===== src/logic/afe_ctrl_pkg.sv =====
// shared constants and types of the video front end control registers
package afe_ctrl_pkg;

  // =====================================================================
  // widths
  localparam int unsigned ADDR_W = 8;
  localparam int unsigned DATA_W = 32;
  localparam int unsigned PIX_W  = 48;
  localparam int unsigned OFS_W  = 7;
  localparam int unsigned IDX_W  = 6;
  localparam int unsigned NCHAN  = 3;

  // =====================================================================
  // register indices; the byte address is four times the index
  localparam logic [IDX_W-1:0] IDX_RED_OFS   = 6'h0b;
  localparam logic [IDX_W-1:0] IDX_GREEN_OFS = 6'h0c;
  localparam logic [IDX_W-1:0] IDX_BLUE_OFS  = 6'h0d;
  localparam logic [IDX_W-1:0] IDX_SYNC_CTRL = 6'h0e;
  localparam logic [IDX_W-1:0] IDX_CLAMP_CTRL = 6'h0f;
  localparam logic [IDX_W-1:0] IDX_STATUS    = 6'h14;

  // =====================================================================
  // values after reset
  localparam logic [OFS_W-1:0] OFS_RST   = 7'h40;
  localparam logic [7:0]       SYNC_RST  = 8'h40;
  localparam logic [7:0]       CLAMP_RST = 8'h4e;

  // =====================================================================
  // status register bit positions
  localparam int unsigned ST_LINE_ACT  = 7;
  localparam int unsigned ST_LINE_SRC  = 6;
  localparam int unsigned ST_LINE_POL  = 5;
  localparam int unsigned ST_FRAME_ACT = 4;
  localparam int unsigned ST_FRAME_SRC = 3;
  localparam int unsigned ST_GREEN_ACT = 1;

  // =====================================================================
  // register layouts, msb first
  typedef struct packed {
    logic line_pol_ovr;
    logic line_pol_high;
    logic line_out_low;
    logic line_src_ovr;
    logic line_src_user;
    logic frame_out_true;
    logic frame_src_ovr;
    logic frame_src_user;
  } sync_ctrl_t;

  typedef struct packed {
    logic clamp_ext;
    logic clamp_pol_low;
    logic coast_from_frame;
    logic coast_pol_ovr;
    logic coast_pol_high;
    logic seek_allow;
    logic full_power_down_n;
    logic rsvd;
  } clamp_ctrl_t;

  // activity flags of the three sync inputs
  typedef struct packed {
    logic line;
    logic green;
    logic frame;
  } sync_act_t;

  // output power states
  typedef enum logic [2:0] {
    st_run  = 3'b001,
    st_seek = 3'b010,
    st_down = 3'b100
  } pwr_state_t;

endpackage : afe_ctrl_pkg


===== src/logic/sync_select.sv =====
// sync source choice between a pin and an alternate source
`timescale 1ns/1ps
module sync_select #(
  parameter bit TIE_USER = 1'b0
) (
  // candidate sources and their activity
  input  wire logic pin_sync,
  input  wire logic alt_sync,
  input  wire logic pin_act,
  input  wire logic alt_act,
  // user override
  input  wire logic src_ovr,
  input  wire logic src_user,
  // choice
  output logic      auto_sel,
  output logic      eff_sel,
  output logic      sync_sel
);

  // =====================================================================
  // automatic pick: lone active source wins; a tie takes the user bit if TIE_USER, else pin
  always_comb begin
    if (pin_act && alt_act) begin
      auto_sel = TIE_USER & src_user;
    end else begin
      auto_sel = alt_act & ~pin_act;
    end
  end

  // override takes the user bit unconditionally
  assign eff_sel  = src_ovr ? src_user : auto_sel;
  assign sync_sel = eff_sel ? alt_sync : pin_sync;

endmodule : sync_select


===== src/logic/out_stage.sv =====
// registered output stage with its own output enable
`timescale 1ns/1ps
module out_stage #(
  parameter int unsigned W = 1
) (
  // clock and reset
  input  wire logic         pclk,
  input  wire logic         presetn,
  input  wire logic         ce,
  // next value and enable
  input  wire logic [W-1:0] val_d,
  input  wire logic         en_d,
  // pad side
  output logic      [W-1:0] val_q,
  output logic              oe_q
);

  // =====================================================================
  // held while ce is low, released from reset
  always_ff @(posedge pclk or negedge presetn) begin
    if (!presetn) begin
      val_q <= '0;
      oe_q  <= 1'b0;
    end else if (ce) begin
      val_q <= val_d;
      oe_q  <= en_d;
    end
  end

endmodule : out_stage


===== src/logic/afe_ctrl_regs.sv =====
// offset, sync, clamp, coast and power control registers with apb access
//
// Functional notes
// - three seven-bit channel offsets held in bits 7:1
// - each offset resets to 1000000, meaning no correction
// - offsets above 40h darken, below brighten; scale follows channel gain
// - sync bit 7 picks detected or user line input polarity
// - sync bit 6 is user line polarity, 1 active high, resets 1
// - sync bit 5 set makes line sync output active low
// - sync bit 4 set forces line source from bit 3
// - bit 3: 0 pin, 1 green slicer; used on override or both active
// - sync bit 2 clear inverts the frame sync output
// - sync bit 1 set forces frame source from bit 0
// - bit 0: 0 frame pin, 1 separator; only with bit 1 set
// - clamp bit 7 picks internal counters or external clamp strobe
// - clamp bit 6 sets strobe polarity, 1 active low, resets 1
// - bit 5 picks coast from coast pin or from frame sync
// - bit 4 picks detected or user coast polarity
// - bit 3 user coast polarity, 1 high, resets 1, pin source only
// - bit 2 allows low power seek while syncs idle, resets 1
// - seek floats sync, pixel clock and 48 data outputs; slicer stays
// - seek keeps detection and register access alive
// - bit 1 low powers the device down, high runs normally
// - power down floats the same outputs, registers stay usable
// - status bit 6 reports the automatic line source
// - status bit 3 reports the automatic frame source
//
// Chosen here: the APB slave port.
`timescale 1ns/1ps
module afe_ctrl_regs (
  // clock, reset, enable
  input  wire logic                              pclk,
  input  wire logic                              presetn,
  input  wire logic                              ce,
  // apb slave
  input  wire logic                              psel,
  input  wire logic                              penable,
  input  wire logic                              pwrite,
  input  wire logic [afe_ctrl_pkg::ADDR_W-1:0]   paddr,
  input  wire logic [afe_ctrl_pkg::DATA_W-1:0]   pwdata,
  output logic      [afe_ctrl_pkg::DATA_W-1:0]   prdata,
  output logic                                   pready,
  output logic                                   pslverr,
  // sync inputs and detection results
  input  wire logic                              line_sync_in,
  input  wire logic                              green_sync_in,
  input  wire logic                              frame_sync_in,
  input  wire logic                              sep_frame_sync,
  input  wire afe_ctrl_pkg::sync_act_t           sync_act,
  input  wire logic                              det_line_pol_high,
  input  wire logic                              det_coast_pol_high,
  // clamp and coast inputs
  input  wire logic                              clamp_strobe_in,
  input  wire logic                              int_clamp,
  input  wire logic                              coast_in,
  // pixel path
  input  wire logic                              pix_clk_in,
  input  wire logic [afe_ctrl_pkg::PIX_W-1:0]    pix_data_in,
  // analog controls
  output logic      [afe_ctrl_pkg::OFS_W-1:0]    red_offset_out,
  output logic      [afe_ctrl_pkg::OFS_W-1:0]    green_offset_out,
  output logic      [afe_ctrl_pkg::OFS_W-1:0]    blue_offset_out,
  output logic                                   clamp_active,
  output logic                                   coast_active,
  output logic                                   low_power,
  // output pads
  output logic                                   line_sync_out,
  output logic                                   line_sync_oe,
  output logic                                   frame_sync_out,
  output logic                                   frame_sync_oe,
  output logic      [1:0]                        pixel_clock_out,
  output logic                                   pixel_clock_oe,
  output logic      [afe_ctrl_pkg::PIX_W-1:0]    data_out,
  output logic                                   data_oe,
  output logic                                   green_slicer_out
);

  // =====================================================================
  // address decoding

  function automatic logic [afe_ctrl_pkg::IDX_W-1:0] reg_idx(
    input logic [afe_ctrl_pkg::ADDR_W-1:0] addr);
    reg_idx = addr[afe_ctrl_pkg::ADDR_W-1:2];
  endfunction : reg_idx

  function automatic logic is_mapped(input logic [afe_ctrl_pkg::ADDR_W-1:0] addr);
    logic [afe_ctrl_pkg::IDX_W-1:0] i;
    i = reg_idx(addr);
    is_mapped = (addr[1:0] == 2'h0) &&
                (((i >= afe_ctrl_pkg::IDX_RED_OFS) && (i <= afe_ctrl_pkg::IDX_CLAMP_CTRL))
                 || (i == afe_ctrl_pkg::IDX_STATUS));
  endfunction : is_mapped

  logic                             setup_ph;
  logic                             access_ph;
  logic                             wr_en;
  logic [afe_ctrl_pkg::IDX_W-1:0]   idx;
  logic [afe_ctrl_pkg::OFS_W-1:0]   ofs_q [afe_ctrl_pkg::NCHAN];
  afe_ctrl_pkg::sync_ctrl_t         sync_q;
  afe_ctrl_pkg::clamp_ctrl_t        clamp_q;
  logic [7:0]                       status_q;
  logic [7:0]                       rd_byte;
  logic [afe_ctrl_pkg::DATA_W-1:0]  prdata_q;
  afe_ctrl_pkg::pwr_state_t         pwr_q;
  afe_ctrl_pkg::pwr_state_t         pwr_d;

  // zero wait states; ce low stretches the access phase
  assign setup_ph  = psel & ~penable;
  assign access_ph = psel & penable;
  assign idx       = reg_idx(paddr);
  assign pready    = ce;
  assign pslverr   = access_ph & ~is_mapped(paddr);
  assign wr_en     = access_ph & pwrite & ce & is_mapped(paddr);
  assign prdata    = prdata_q;

  // =====================================================================
  // offset registers, one per channel

  genvar g;
  generate
    for (g = 0; g < afe_ctrl_pkg::NCHAN; g++) begin : g_ofs
      always_ff @(posedge pclk or negedge presetn) begin
        if (!presetn) begin
          ofs_q[g] <= afe_ctrl_pkg::OFS_RST;
        end else if (wr_en && (idx == afe_ctrl_pkg::IDX_RED_OFS + 6'(g))) begin
          ofs_q[g] <= pwdata[7:1];
        end
      end
    end
  endgenerate

  // raw code to the offset dac, gain scales it
  assign red_offset_out   = ofs_q[0];
  assign green_offset_out = ofs_q[1];
  assign blue_offset_out  = ofs_q[2];

  // =====================================================================
  // sync and clamp control registers

  // sync control register
  always_ff @(posedge pclk or negedge presetn) begin
    if (!presetn) begin
      sync_q <= afe_ctrl_pkg::SYNC_RST;
    end else if (wr_en && (idx == afe_ctrl_pkg::IDX_SYNC_CTRL)) begin
      sync_q <= pwdata[7:0];
    end
  end

  // clamp, coast and power register; reserved bit 0 stays zero
  always_ff @(posedge pclk or negedge presetn) begin
    if (!presetn) begin
      clamp_q <= afe_ctrl_pkg::CLAMP_RST;
    end else if (wr_en && (idx == afe_ctrl_pkg::IDX_CLAMP_CTRL)) begin
      clamp_q <= {pwdata[7:1], 1'b0};
    end
  end

  // =====================================================================
  // sync source selection

  logic line_auto;
  logic line_eff;
  logic line_raw;
  logic frame_auto;
  logic frame_eff;
  logic frame_raw;
  logic line_pol_eff;
  logic line_hi;
  logic coast_pol_eff;

  // line override, user bit also breaks a tie
  sync_select #(.TIE_USER(1'b1)) u_line_sel (
    .pin_sync (line_sync_in),
    .alt_sync (green_sync_in),
    .pin_act  (sync_act.line),
    .alt_act  (sync_act.green),
    .src_ovr  (sync_q.line_src_ovr),
    .src_user (sync_q.line_src_user),
    .auto_sel (line_auto),
    .eff_sel  (line_eff),
    .sync_sel (line_raw)
  );

  // frame override, user bit only when forced
  sync_select #(.TIE_USER(1'b0)) u_frame_sel (
    .pin_sync (frame_sync_in),
    .alt_sync (sep_frame_sync),
    .pin_act  (sync_act.frame),
    .alt_act  (sync_act.green),
    .src_ovr  (sync_q.frame_src_ovr),
    .src_user (sync_q.frame_src_user),
    .auto_sel (frame_auto),
    .eff_sel  (frame_eff),
    .sync_sel (frame_raw)
  );

  // polarity override, then normalise to active high
  assign line_pol_eff = sync_q.line_pol_ovr ? sync_q.line_pol_high : det_line_pol_high;
  assign line_hi      = line_raw ^ ~line_pol_eff;

  // =====================================================================
  // clamp and coast

  // strobe polarity matters only for external timing
  assign clamp_active = clamp_q.clamp_ext ? (clamp_strobe_in ^ clamp_q.clamp_pol_low)
                                          : int_clamp;

  // coast polarity, user value only for the pin source
  assign coast_pol_eff = clamp_q.coast_pol_ovr ? clamp_q.coast_pol_high
                                               : det_coast_pol_high;
  // coast from pin or from frame sync
  assign coast_active = clamp_q.coast_from_frame ? frame_raw
                                                 : (coast_in ^ ~coast_pol_eff);

  // =====================================================================
  // power state; registers stay writable in every state

  // seek needs permission and idle syncs, power down wins
  always_comb begin
    case (pwr_q)
      afe_ctrl_pkg::st_run,
      afe_ctrl_pkg::st_seek,
      afe_ctrl_pkg::st_down: begin
        if (!clamp_q.full_power_down_n) begin
          pwr_d = afe_ctrl_pkg::st_down;
        end else if (clamp_q.seek_allow && (sync_act == '0)) begin
          pwr_d = afe_ctrl_pkg::st_seek;
        end else begin
          pwr_d = afe_ctrl_pkg::st_run;
        end
      end
      default: pwr_d = afe_ctrl_pkg::st_run;
    endcase
  end

  // power state register
  always_ff @(posedge pclk or negedge presetn) begin
    if (!presetn) begin
      pwr_q <= afe_ctrl_pkg::st_run;
    end else if (ce) begin
      pwr_q <= pwr_d;
    end
  end

  assign low_power = (pwr_q != afe_ctrl_pkg::st_run);

  // =====================================================================
  // output pads

  logic [1:0] sync_pads;

  // outputs float outside run, slicer excluded
  out_stage #(.W(2)) u_sync_pads (
    .pclk    (pclk),
    .presetn (presetn),
    .ce      (ce),
    .val_d   ({line_hi ^ sync_q.line_out_low, frame_raw ^ ~sync_q.frame_out_true}),
    .en_d    (~low_power),
    .val_q   (sync_pads),
    .oe_q    (line_sync_oe)
  );

  assign line_sync_out  = sync_pads[1];
  assign frame_sync_out = sync_pads[0];
  assign frame_sync_oe  = line_sync_oe;

  // data bus floats with the syncs
  out_stage #(.W(afe_ctrl_pkg::PIX_W)) u_data_pads (
    .pclk    (pclk),
    .presetn (presetn),
    .ce      (ce),
    .val_d   (pix_data_in),
    .en_d    (~low_power),
    .val_q   (data_out),
    .oe_q    (data_oe)
  );

  // clock pair passes straight through to keep its edges
  assign pixel_clock_out = {~pix_clk_in, pix_clk_in};
  assign pixel_clock_oe  = data_oe;

  // slicer output is driven in every power state
  always_ff @(posedge pclk or negedge presetn) begin
    if (!presetn) begin
      green_slicer_out <= 1'b0;
    end else if (ce) begin
      green_slicer_out <= green_sync_in;
    end
  end

  // =====================================================================
  // status and read path

  always_ff @(posedge pclk or negedge presetn) begin
    if (!presetn) begin
      status_q <= 8'h00;
    end else if (ce) begin
      status_q <= '0;
      status_q[afe_ctrl_pkg::ST_LINE_ACT]  <= sync_act.line;
      status_q[afe_ctrl_pkg::ST_LINE_SRC]  <= line_auto;
      status_q[afe_ctrl_pkg::ST_LINE_POL]  <= det_line_pol_high;
      status_q[afe_ctrl_pkg::ST_FRAME_ACT] <= sync_act.frame;
      status_q[afe_ctrl_pkg::ST_FRAME_SRC] <= frame_auto;
      status_q[afe_ctrl_pkg::ST_GREEN_ACT] <= sync_act.green;
    end
  end

  // read mux; unmapped reads return zero
  always_comb begin
    case (idx)
      afe_ctrl_pkg::IDX_RED_OFS:    rd_byte = {ofs_q[0], 1'b0};
      afe_ctrl_pkg::IDX_GREEN_OFS:  rd_byte = {ofs_q[1], 1'b0};
      afe_ctrl_pkg::IDX_BLUE_OFS:   rd_byte = {ofs_q[2], 1'b0};
      afe_ctrl_pkg::IDX_SYNC_CTRL:  rd_byte = sync_q;
      afe_ctrl_pkg::IDX_CLAMP_CTRL: rd_byte = clamp_q;
      afe_ctrl_pkg::IDX_STATUS:     rd_byte = status_q;
      default:                      rd_byte = 8'h00;
    endcase
    if (paddr[1:0] != 2'h0) begin
      rd_byte = 8'h00;
    end
  end

  // read data latched in the setup cycle, held through access
  always_ff @(posedge pclk or negedge presetn) begin
    if (!presetn) begin
      prdata_q <= '0;
    end else if (ce && setup_ph && !pwrite) begin
      prdata_q <= {24'h000000, rd_byte};
    end
  end
endmodule : afe_ctrl_regs


===== config.mk =====
export PLATFORM = sky130hd
export DESIGN_NAME = afe_ctrl_regs
export DESIGN_NICKNAME = d
export VERILOG_FILES = /design/src/logic/afe_ctrl_pkg.sv /design/src/logic/sync_select.sv /design/src/logic/out_stage.sv /design/src/logic/afe_ctrl_regs.sv
export SDC_FILE = /design/constraint.sdc
export NUM_CORES = 1
export LEC_CHECK = 0
export ABC_AREA = 1
export BUFFER_PORTS_ARGS = -buffer_cell sky130_fd_sc_hd__buf_2
export CAP_MARGIN = 20
export CORE_ASPECT_RATIO = 0.9
export CORE_UTILIZATION = 35
export DETAILED_ROUTE_END_ITERATION = 10
export PLACE_DENSITY_LB_ADDON = 0.3
export SLEW_MARGIN = 20
export SYNTH_ARGS = -nofsm -noshare
export SYNTH_HDL_FRONTEND = slang
export SYNTH_SLANG_ARGS = --single-unit

===== constraint.sdc =====
create_clock -name pclk -period 1.3 [get_ports pclk]
set_input_delay 0.26 -clock pclk [delete_from_list [all_inputs] [get_ports pclk]]
set_output_delay 0.26 -clock pclk [all_outputs]
set_load 0.01 [all_outputs]

==> metrics.md, run 1 <==
| Metric | Value |
|---|---|
| Outcome | finished with violations |
| Violations in the final reports | negative setup slack |
| Sequential-to-total area share from yosys stat | 52.57% |
| Cell type of the slowest stage on the worst timing path | dfstp_2 |
| Area growth, synth to finish | 36.89% |
| Reg2reg setup slack | 40 ps |
| Critical register-to-register path startpoint | pwr_q[0] |
| Buffer cell driving the clock tree root | clkbuf_16 |
| Vias per cell | 4.451 |
| Unique cell type count in the Yosys netlist | 27 |
| Number of stages on the worst hold path | 3 |
| Kind of path behind the tightest hold check | input pin to flip-flop |
| Critical path endpoint category | output pin |
| Maximum clock rate | 594.5 MHz |
| Crit path max-delay family | flip-flops |
| Fin crit period | 1682 ps |
| Footprint of the flip-flops and latches | 0.002639 mm2 |
| Finish-stage setup viols | 3 |
| Peak fanout along the critical path | 2 |
| Number of placement rows | 41 |
| Cell count after synthesis | 645 |
| Mean area per synthesized cell | 7.783 um2 |
| Area used by multi-input combinational logic | 0.002145 mm2 |
| Die X | 128.2 um |
| Synth Warn # | 0 |
| Max-cap viol count | 0 |
| Critical path buffers and inverters | 1 |
| Buffer levels on the longest clock path | 2 |
| Clock tree skew after final layout | 7.190 ps |
| Setup slack at placement | -274.8 ps |
| Die Ht | 115.6 um |
| Final Hold Viols | 0 |
| Count of routing violations after the opening detailed-route iteration | 309 |
| Clock network latency to the later pin of the worst-skew pair | 350 ps |
| I/O pin count | 222 |
| Max-slew violation count | 0 |
| Remaining global-route overflow | 0 |
| Filler Cell Count | 1,395 |
| Portion of the clock cycle consumed by the worst path in the final layout | 129.4% |
| Critical path arrival | 1420 ps |
| Gpl congestion | 0.8858 |
| Endpoint required time on the critical path | 1040 ps |
| Ant diodes | 0 |
| Finished Layout Cells | 1,063 |
| # nets final | 972 |
| Leading cell type in the layout, fill and taps excluded | nand2_1 |
| Overall via count from detail_route | 4,731 |
| Post-Route WL | 14,220 um |
| Placeable core region | 0.01400 mm2 |
| Cell count after placement | 1,031 |
| Hold-critical path endpoint | u_data_pads.val_q[35] |
| Routed wire length per instance | 13.38 um |
| Power density normalized to cell area | 1127 mW/mm2 |
| Total negative slack for setup checks | -611.1 ps |
| Pleak | 0.003956 uW |
| RSZ-0062 raised after global routing | true |
| Most used cells in the layout excluding fill and tap cells | nand2_1, buf_2, dfrtp_1, buf_4, inv_1 |
| Worst reg2reg endpoint | pwr_q[1] |
| Pin count of the biggest net entering global routing | 48 |
| Worst hold margin | 108.9 ps |
| Synth Flop Type | dfrtp_1 |
| TritonCTS clock tree | built |
| First-pass GRT wire length | 22,000 um |
| Slew at the pin closest to its max-slew limit | 543.2 ps |
| H-Tree Level Count | 3 |
| Critical Path, Cell by Cell | nand2_2, o21ai_2, xor2_1, o21ai_1, buf_2 |
| Worst Setup Path Type | flip-flop to output pin |
| Clock sink total | 105 |
| Starting Density | 35.84% |
| Final worst slack | -382.0 ps |
| Number of enable flip-flop cells after synthesis | 0 |
| Fraction of registers with async set/reset | 100.0% |
| HPWL reported at the end of detailed placement | 10,180 um |
| Depth of the most critical reg-to-reg path | 6 |
| Number of global-route vias before repair | 4,296 |
| Worst-path clk slew | 70 ps |
| TritonCTS buffer count | 9 |
| Origin of the worst min-delay path | pix_data_in[35] |
| Peak VDD IR | 600.7 uV |
| Aggregate global-route resource usage | 19.32% |
| Drt pass-1 iters | 4 |
| Fraction of final layout cells with drive strength greater than 1 | 34.02% |
| DRC errors left | 0 |
| #FFs+latches synth | 105 |
| Cell Area, Synth | 0.005020 mm2 |
| Delay of the slowest critical-path stage | 550 ps |
| Remaining number of nets flagged by the antenna check after routing | 0 |
| Count of buffers from port buffering | 173 |
| Area of the die | 0.01483 mm2 |
| Number of antenna violations at the first check in global routing | 0 |
| Startpoint type of the worst setup path | flip-flop |
| Slew margin rel. | 63.66% |
==> worst max-delay path by stage <==
stage               start      endpoint  slack (ps)  depth (start not counted)
2_1_floorplan    paddr[7]     sync_q[0]          20                          7
3_3_place_gp     paddr[5]     sync_q[5]        -250                          9
3_5_place_dp     paddr[7]     sync_q[5]        -270                          9
4_1_cts        clamp_q[3]  coast_active        -420                          5
5_1_grt        clamp_q[3]  coast_active        -480                          5
6_report       clamp_q[3]  coast_active        -380                          5
==> stage by stage <==
step / total power (uW) / util (%) / area [um2]
finish: 7741 / 49.07 / 6872
floorplan: 4279 / - / 5106
detailed placement: 4807 / 44.96 / 6296
global route: 8140 / 49.07 / 6872
global placement: 4794 / 44.96 / 6296
CTS: 7738 / 47.96 / 6716
==> layer usage <==
metal,up-vias,share of wire (%),routed length (um),track usage (%)
met5,-,0,0,0
met1,2198,44,6312,26.30
met3,14,5.9,843,4.063
met2,138,48,6856,31.10
met4,0,1.5,208,5.647
li1,2381,-,-,-
==> cell type report <==
class,count,area share (%)
Clock buffer,12,3.733
Clock inverter,4,0.7465
Inverter,38,2.076
Multi-Input combinational cell,481,31.21
Sequential cell,105,38.40
Tap cell,193,3.514
Timing Repair Buffer,230,20.32
==> where the power goes <==
part,internal [uW],switching [uW]
logic,583,772
registers,3480,116
clock network,1600,1190
total,5670,2080
==> kinds of logic (layout without fill, tap and decap cells) <==
family	after synthesis	in the layout	synth area share (%)
other cells	1	24	0.07470
buf+inv	82	284	8.375
simple gates	427	427	35.82
compound gates	28	28	2.816
flops	105	105	52.57
xor+xnor	2	2	0.3490
==> state kept, by name (all words and copies together), names as in the netlist <==
name / cells
pwr_q: 3
red_offset_out: 7
clamp_q: 7
blue_offset_out: 7
green_offset_out: 7
u_data_pads.oe_q: 1
prdata: 8
sync_q: 8
u_data_pads.val_q: 48
u_sync_pads.val_q: 2
status_q: 6
green_slicer_out: 1
==> timing repair <==
action,4_1_cts,5_1_grt
hold buffers,1,0
setup buffers,6,9
cloned,0,0
resized for setup,18,29
setup endpoints to repair,5,39
hold endpoints to repair,11,0
pin swaps,4,13
==> synth_stat cells (4+ instances only) <==
cell        n  area, um2
nand2_1   333       1250
o21ai_0    15      75.07
dfstp_2     9      236.5
inv_1      37      138.9
nand3_1    33      165.2
buf_1       4      15.01
nor2_4      8      90.09
nor2_1     33      123.9
a21oi_1    11      55.05
clkbuf_1    8      30.03
nand4_1     6      37.54
dfrtp_1    96       2402
buf_4      29      217.7
==> worst reg2reg max path, cell delays in order, from the launching register on <==
cell and delay [ps]:
dfstp_2 540, nand3_2 80, buf_4 150, buf_4 120, nand2_1 130, nand3_2 90
o21ai_1 80
(Power assumes the default switching activity.)
==> inputs of run 2 (changes only) <==
--- a/config.mk
+++ b/config.mk
@@ -11,7 +11,9 @@
 export CORE_ASPECT_RATIO = 0.9
 export CORE_UTILIZATION = 35
 export DETAILED_ROUTE_END_ITERATION = 10
+export MAX_ROUTING_LAYER = met4
 export PLACE_DENSITY_LB_ADDON = 0.3
+export SKIP_LAST_GASP = 1
 export SLEW_MARGIN = 20
 export SYNTH_ARGS = -nofsm -noshare
 export SYNTH_HDL_FRONTEND = slang
==> constraint.sdc (replaced) <==
create_clock -name pclk -period 1.3 [get_ports pclk]
set_input_delay 0.26 -clock pclk [delete_from_list [all_inputs] [get_ports pclk]]
set_output_delay 0.26 -clock pclk [all_outputs]
set_load 0.02 [all_outputs]
==> run 2 against run 1 <==
Against the previous run:
- the run still ends with negative setup slack left
- worst setup slack got worse by 35 ps
- first-iteration DRC count shrank 31%
- sequential power about the same
- combinational power rose by 9.6%
- die area stayed put
- clock skew rose by 3.6 ps
- cell area is 0.60% higher
- hold slack worse by 7.7 ps
- non-clock buffer count rose by 7
- critical endpoint unchanged
- highest routed layer unchanged
==> metrics.md, run 2 (synthesized netlist as in run 1, its figures left out) <==
| Metric | Value |
|---|---|
| Post-Place Cell Area | 0.006365 mm2 |
| Worst reg2reg endpoint | prdata[3] |
| Reg2reg setup slack | 100 ps |
| Cell area after layout | 0.006913 mm2 |
| Portion of the clock cycle consumed by the worst path in the final layout | 132.1% |
| # nets final | 979 |
| Critical path endpoint category | output pin |
| Violations in the final reports | negative setup slack |
| Peak fanout along the critical path | 2 |
| Fin crit period | 1717 ps |
| Clock network latency to the later pin of the worst-skew pair | 350 ps |
| Die X | 128.2 um |
| RSZ-0062 raised after global routing | true |
| Die Ht | 115.6 um |
| Critical path origin | clamp_q[3] |
| Critical path arrival | 1460 ps |
| Register bank with the most flops | u_data_pads.val_q |
| Count of buffers from port buffering | 173 |
| Pleak | 0.003986 uW |
| Endpoint required time on the critical path | 1040 ps |
| Remaining number of nets flagged by the antenna check after routing | 0 |
| Clock sink total | 105 |
| Number of placement rows | 41 |
| Final worst slack | -417.0 ps |
| Total negative slack for setup checks | -677.2 ps |
| Number of antenna violations at the first check in global routing | 1 |
| Area of the die | 0.01483 mm2 |
| I/O pin count | 222 |
| Peak VDD IR | 793.3 uV |
| Remaining global-route overflow | 0 |
| Number of stages on the worst hold path | 3 |
| Depth of the most critical reg-to-reg path | 8 |
| Starting Density | 35.84% |
| Power density normalized to cell area | 1144 mW/mm2 |
| Final design utilization | 49.36% |
| TritonCTS clock tree | built |
| Kind of path behind the tightest hold check | input pin to flip-flop |
| Buffer levels on the longest clock path | 2 |
| Post-Route WL | 13,780 um |
| Number of global-route vias before repair | 4,226 |
| Placeable core region | 0.01400 mm2 |
| Area growth, synth to finish | 37.71% |
| Aggregate global-route resource usage | 19.70% |
| Buffer cell driving the clock tree root | clkbuf_16 |
| Fraction of final layout cells with drive strength greater than 1 | 33.18% |
| Largest register FFs | 48 |
| First-pass GRT wire length | 21,550 um |
| Clock tree skew after final layout | 10.76 ps |
| Setup slack at placement | -240.8 ps |
| Worst-path clk slew | 80 ps |
| Startpoint type of the worst setup path | flip-flop |
| Routed wire length per instance | 12.86 um |
| Count of routing violations after the opening detailed-route iteration | 214 |
| Hold-critical path endpoint | u_data_pads.val_q[20] |
| DRC errors left | 0 |
| Most used cells in the layout excluding fill and tap cells | nand2_1, buf_2, dfrtp_1, buf_4, inv_1 |
| Vias per cell | 4.380 |
| Origin of the worst min-delay path | pix_data_in[20] |
| Outcome | finished with violations |
| Final Hold Viols | 0 |
| Finish-stage setup viols | 3 |
| Overall via count from detail_route | 4,691 |
| Gpl congestion | 0.9582 |
| Worst Setup Path Type | flip-flop to output pin |
| TritonCTS buffer count | 9 |
| Critical register-to-register path startpoint | clamp_q[3] |
| Max-cap viol count | 0 |
| H-Tree Level Count | 3 |
| Drt pass-1 iters | 5 |
| Cell count after placement | 1,038 |
| Maximum clock rate | 582.4 MHz |
| Pin count of the biggest net entering global routing | 34 |
| HPWL reported at the end of detailed placement | 10,090 um |
| Finished Layout Cells | 1,071 |
| Leading cell type in the layout, fill and taps excluded | nand2_1 |
| Max-slew violation count | 0 |
-- run 2: per-stage QoR --
step                      power [uW]  hold slack [ps]
after floorplan                 4493           -35.59
after global placement          5005            154.2
after detailed placement        5023            154.2
after CTS                       8006            86.71
after global routing            8340            90.51
final                           7907            101.2
-- run 2: critical path: stages, from the launching register on --
cell,delay [ps]
dfstp_2,530
nand2_1,50
o21ai_1,90
xor2_1,180
o21ai_1,100
buf_4,160
-- run 2: worst max path at each step --
stage / end / slack, ps / depth (start not counted)
finish: coast_active / -420 / 5
global route: coast_active / -520 / 5
CTS: coast_active / -460 / 5
detailed placement: blue_offset_out[5] / -240 / 9
global placement: sync_q[3] / -240 / 9
floorplan: coast_active / -20 / 4
-- run 2: final cells by class --
| cell class | instances | area (um2) |
|---|---|---|
| fill | 1368 | 7092 |
| sequential | 105 | 2639 |
| multi-input combinational | 481 | 2108 |
| timing repair buffer | 237 | 1470 |
| tap | 193 | 241.5 |
| clock buffer | 10 | 229.0 |
| inverter | 38 | 142.6 |
| clock inverter | 6 | 80.08 |
| antenna | 1 | 2.502 |
-- run 2: power by group --
part           internal [uW]  total, uW  switching, uW
clock                   1540       2830           1290
combinational            557       1490            935
sequential              3480       3590            107
-- run 2: repair_timing --
| action | in CTS | in global routing |
|---|---|---|
| resized for setup | 20 | 17 |
| pin swaps | 5 | 6 |
| hold buffers | 1 | 0 |
| setup buffers | 9 | 6 |
| hold endpoints to repair | 11 | 0 |
| setup endpoints to repair | 7 | 19 |
-- run 2: routing by layer --
layer  wire length, um  GRT usage [%]
met3               894          5.448
met2              6239          29.30
met4               134          3.686
met1              6507          26.96
met5                 0              -
==> inputs of run 3 (changes only) <==
--- a/config.mk
+++ b/config.mk
@@ -5,7 +5,6 @@
 export SDC_FILE = /design/constraint.sdc
 export NUM_CORES = 1
 export LEC_CHECK = 0
-export ABC_AREA = 1
 export BUFFER_PORTS_ARGS = -buffer_cell sky130_fd_sc_hd__buf_2
 export CAP_MARGIN = 20
 export CORE_ASPECT_RATIO = 0.9
==> run 3 against run 2 <==
Against the previous run:
- the flow finishes with violations (design-rule violations, negative setup slack)
- cell area shrank 1.9%
- area after synthesis shrank 4.1%
- count of clock-buffer cells in the layout grew 2
- hold slack gained 39 ps
- largest cell class unchanged
- non-clock buffer count shrank 2
- cell count shrank 30%
- fmax shrank 13%
- clock power shrank 6%
==> metrics.md, run 3 <==
| Metric | Value |
|---|---|
| Outcome | finished with violations |
| Violations in the final reports | design-rule violations, negative setup slack |
| Starting Density | 36.03% |
| Synth cell count leaders | dfrtp_1, mux2_2, buf_4, nand2_1, a21oi_1 |
| Post-Route WL | 12,780 um |
| H-Tree Level Count | 3 |
| Number of placement rows | 40 |
| Count of buffers from port buffering | 173 |
| Startpoint type of the worst setup path | flip-flop |
| Buffer levels on the longest clock path | 2 |
| Kind of path behind the tightest hold check | input pin to flip-flop |
| Clock sink total | 105 |
| Number of enable flip-flop cells after synthesis | 0 |
| Cell Area, Synth | 0.004815 mm2 |
| Max-slew violation count | 0 |
| Worst hold margin | 139.7 ps |
| Number of stages on the worst hold path | 2 |
| Share of synthesized area spent on multiplexers | 24.92% |
| Peak fanout along the critical path | 3 |
| Worst-path clk slew | 70 ps |
| Placeable core region | 0.01336 mm2 |
| Fraction of registers with async set/reset | 100.0% |
| Critical path endpoint category | output pin |
| # nets final | 687 |
| Clock network latency to the later pin of the worst-skew pair | 350 ps |
| Final Hold Viols | 0 |
| Total negative slack for setup checks | -5976 ps |
| Ant diodes | 0 |
| Reg2reg setup slack | -230 ps |
| Portion of the clock cycle consumed by the worst path in the final layout | 151.9% |
| Number of global-route vias before repair | 3,881 |
| Area growth, synth to finish | 40.88% |
| Die Ht | 113.3 um |
| Vias per cell | 4.965 |
| Overall via count from detail_route | 3,739 |
| Critical register-to-register path startpoint | sync_q[1] |
| Synth Flop Type | dfrtp_1 |
| Crit path top cell by count | and2_4 |
| Synth top area share | 49.90% |
| #FFs+latches synth | 105 |
| Most common cell in the synthesized netlist | dfrtp_1 |
| TritonCTS clock tree | built |
| Aggregate global-route resource usage | 19.11% |
| TritonCTS buffer count | 9 |
| Pleak | 0.003440 uW |
| Top cells by area in the synthesized netlist | dfrtp_1, mux2_2, dfstp_2, buf_4, mux4_2 |
| Peak VDD IR | 629.6 uV |
| Hold-critical path endpoint | u_data_pads.val_q[37] |
| Synth Warn # | 0 |
| Worst Setup Path Type | flip-flop to output pin |
| Synthesized-area fraction occupied by adder cells | 0% |
| Area of the die | 0.01423 mm2 |
| Routed wire length per instance | 16.97 um |
| Crit path max-delay family | simple AND/OR/NAND/NOR gates |
| Max-cap viol count | 0 |
| First-pass GRT wire length | 20,100 um |
| Mean area per synthesized cell | 13.64 um2 |
| Worst reg2reg endpoint | u_sync_pads.val_q[0] |
| Area fraction in and, or, nand and nor cells after synthesis | 7.796% |
| Critical Path, Cell by Cell | and2_4, or3b_4, and2_4, a21oi_2, buf_4 |
| Power density normalized to cell area | 1193 mW/mm2 |
| Most used cells in the layout excluding fill and tap cells | buf_2, dfrtp_1, mux2_2, buf_4, conb_1 |
| Filler Cell Count | 1,173 |
| Gpl congestion | 0.8233 |
| Depth of the most critical reg-to-reg path | 4 |
| Buffer cell driving the clock tree root | clkbuf_16 |
| Cell type with the largest total area after synthesis | dfrtp_1 |
| Fraction of the mapped netlist area in compound gates | 5.613% |
| Fraction of final layout cells with drive strength greater than 1 | 64.96% |
| Number of antenna violations at the first check in global routing | 0 |
| Pin count of the biggest net entering global routing | 55 |
| Leading cell type in the layout, fill and taps excluded | buf_2 |
| Maximum clock rate | 506.5 MHz |
| Finish-stage setup viols | 44 |
| Remaining global-route overflow | 0 |
| Register bank with the most flops | u_data_pads.val_q |
| Overall power consumption | 8093 uW |
| Post-synthesis xor/xnor area fraction | 0.7277% |
| Cell type of the slowest stage on the worst timing path | dfrtp_1 |
| Largest register FFs | 48 |
| Delay of the slowest critical-path stage | 410 ps |
| Drt pass-1 iters | 7 |
| Origin of the worst min-delay path | pix_data_in[37] |
| Cell count after synthesis | 353 |
| DRC errors left | 12 |
| Count of routing violations after the opening detailed-route iteration | 160 |
| Critical path buffers and inverters | 1 |
| Remaining number of nets flagged by the antenna check after routing | 0 |
| RSZ-0062 raised after global routing | true |
| Combinational family with the most area after synthesis | multiplexers |
| Sequential-to-total area share from yosys stat | 54.81% |
| Endpoint required time on the critical path | 1040 ps |
| Final worst slack | -674.4 ps |
| I/O pin count | 222 |
| Critical path arrival | 1710 ps |
| Clock tree skew after final layout | 7.265 ps |
| HPWL reported at the end of detailed placement | 9252 um |
| Setup slack at placement | -515.7 ps |
| Die X | 125.6 um |
| Fin crit period | 1974 ps |
| Unique cell type count in the Yosys netlist | 50 |
run 3: cell count changes after synthesis, sizes merged, moves of 6 or more:
cell,change
nor2,-37
mux4,+7
mux2,+89
a221oi,+6
inv,-33
a21oi,+6
o21ai,-13
nand2,-317
nand3,-35
run 3: what timing repair did:
item,in CTS,in global routing
hold endpoints to repair,96,0
resized for setup,34,13
cloned,1,0
buffers inserted,9,4
endpoints found under the setup margin,50,49
hold buffers,1,0
pin swaps,12,5
run 3: cell type report:
type,count,area (um2),area share [%]
clock buffer,12,256.5,3.782
clock inverter,4,32.53,0.4796
sequential,105,2640,38.92
tap,168,210.2,3.099
inverter,5,18.77,0.2767
multi-input combinational,224,2108,31.08
timing repair buffer,235,1516,22.36
run 3: how the worst max path moves through the flow:
stage	start	to	slack, ps	depth (start not counted)
3_3_place_gp	paddr[3]	clamp_q[5]	-490	8
5_1_grt	sync_q[0]	coast_active	-740	5
3_5_place_dp	paddr[3]	clamp_q[5]	-520	7
6_report	sync_q[1]	coast_active	-670	5
2_1_floorplan	paddr[3]	green_offset_out[0]	-370	4
4_1_cts	sync_q[0]	coast_active	-690	5
run 3: routing by layer:
layer | part of all wire (%) | wire length (um) | track usage (%)
met1 | 42 | 5380 | 22.54
met5 | 0 | 0 | -
met4 | 2.4 | 311 | 8.130
met2 | 51 | 6517 | 32.00
met3 | 4.5 | 572 | 3.735
run 3: cell families (layout without fill, tap and decap cells):
family,count (synthesis),in the layout
buffers and inverters,47,256
AOI/OAI and AO/OA,38,38
other,1,24
muxes,100,100
xor gates and xnor gates,4,4
and+or+nand+nor,58,58
DFF,105,105
run 3: stage by stage:
step	utilization [%]	std cells	instance area [um2]
final	50.76	753	6783
after global routing	50.76	753	6783
after CTS	50.10	749	6695
after detailed placement	46.08	722	6157
after global placement	46.08	722	6157
after floorplan	-	376	4956
run 3: worst reg2reg max path, delay by kind of cell, from the launching register on:
family	cells	cell delay [ps]
AND/OR/NAND/NOR	3	700
AO/OA/AOI/OAI	1	300
flip-flops	1	410
run 3: report_power, final:
group / switching [uW] / internal [uW]
Combinational: 999 / 761
Sequential: 143 / 3520
Clock: 1250 / 1420
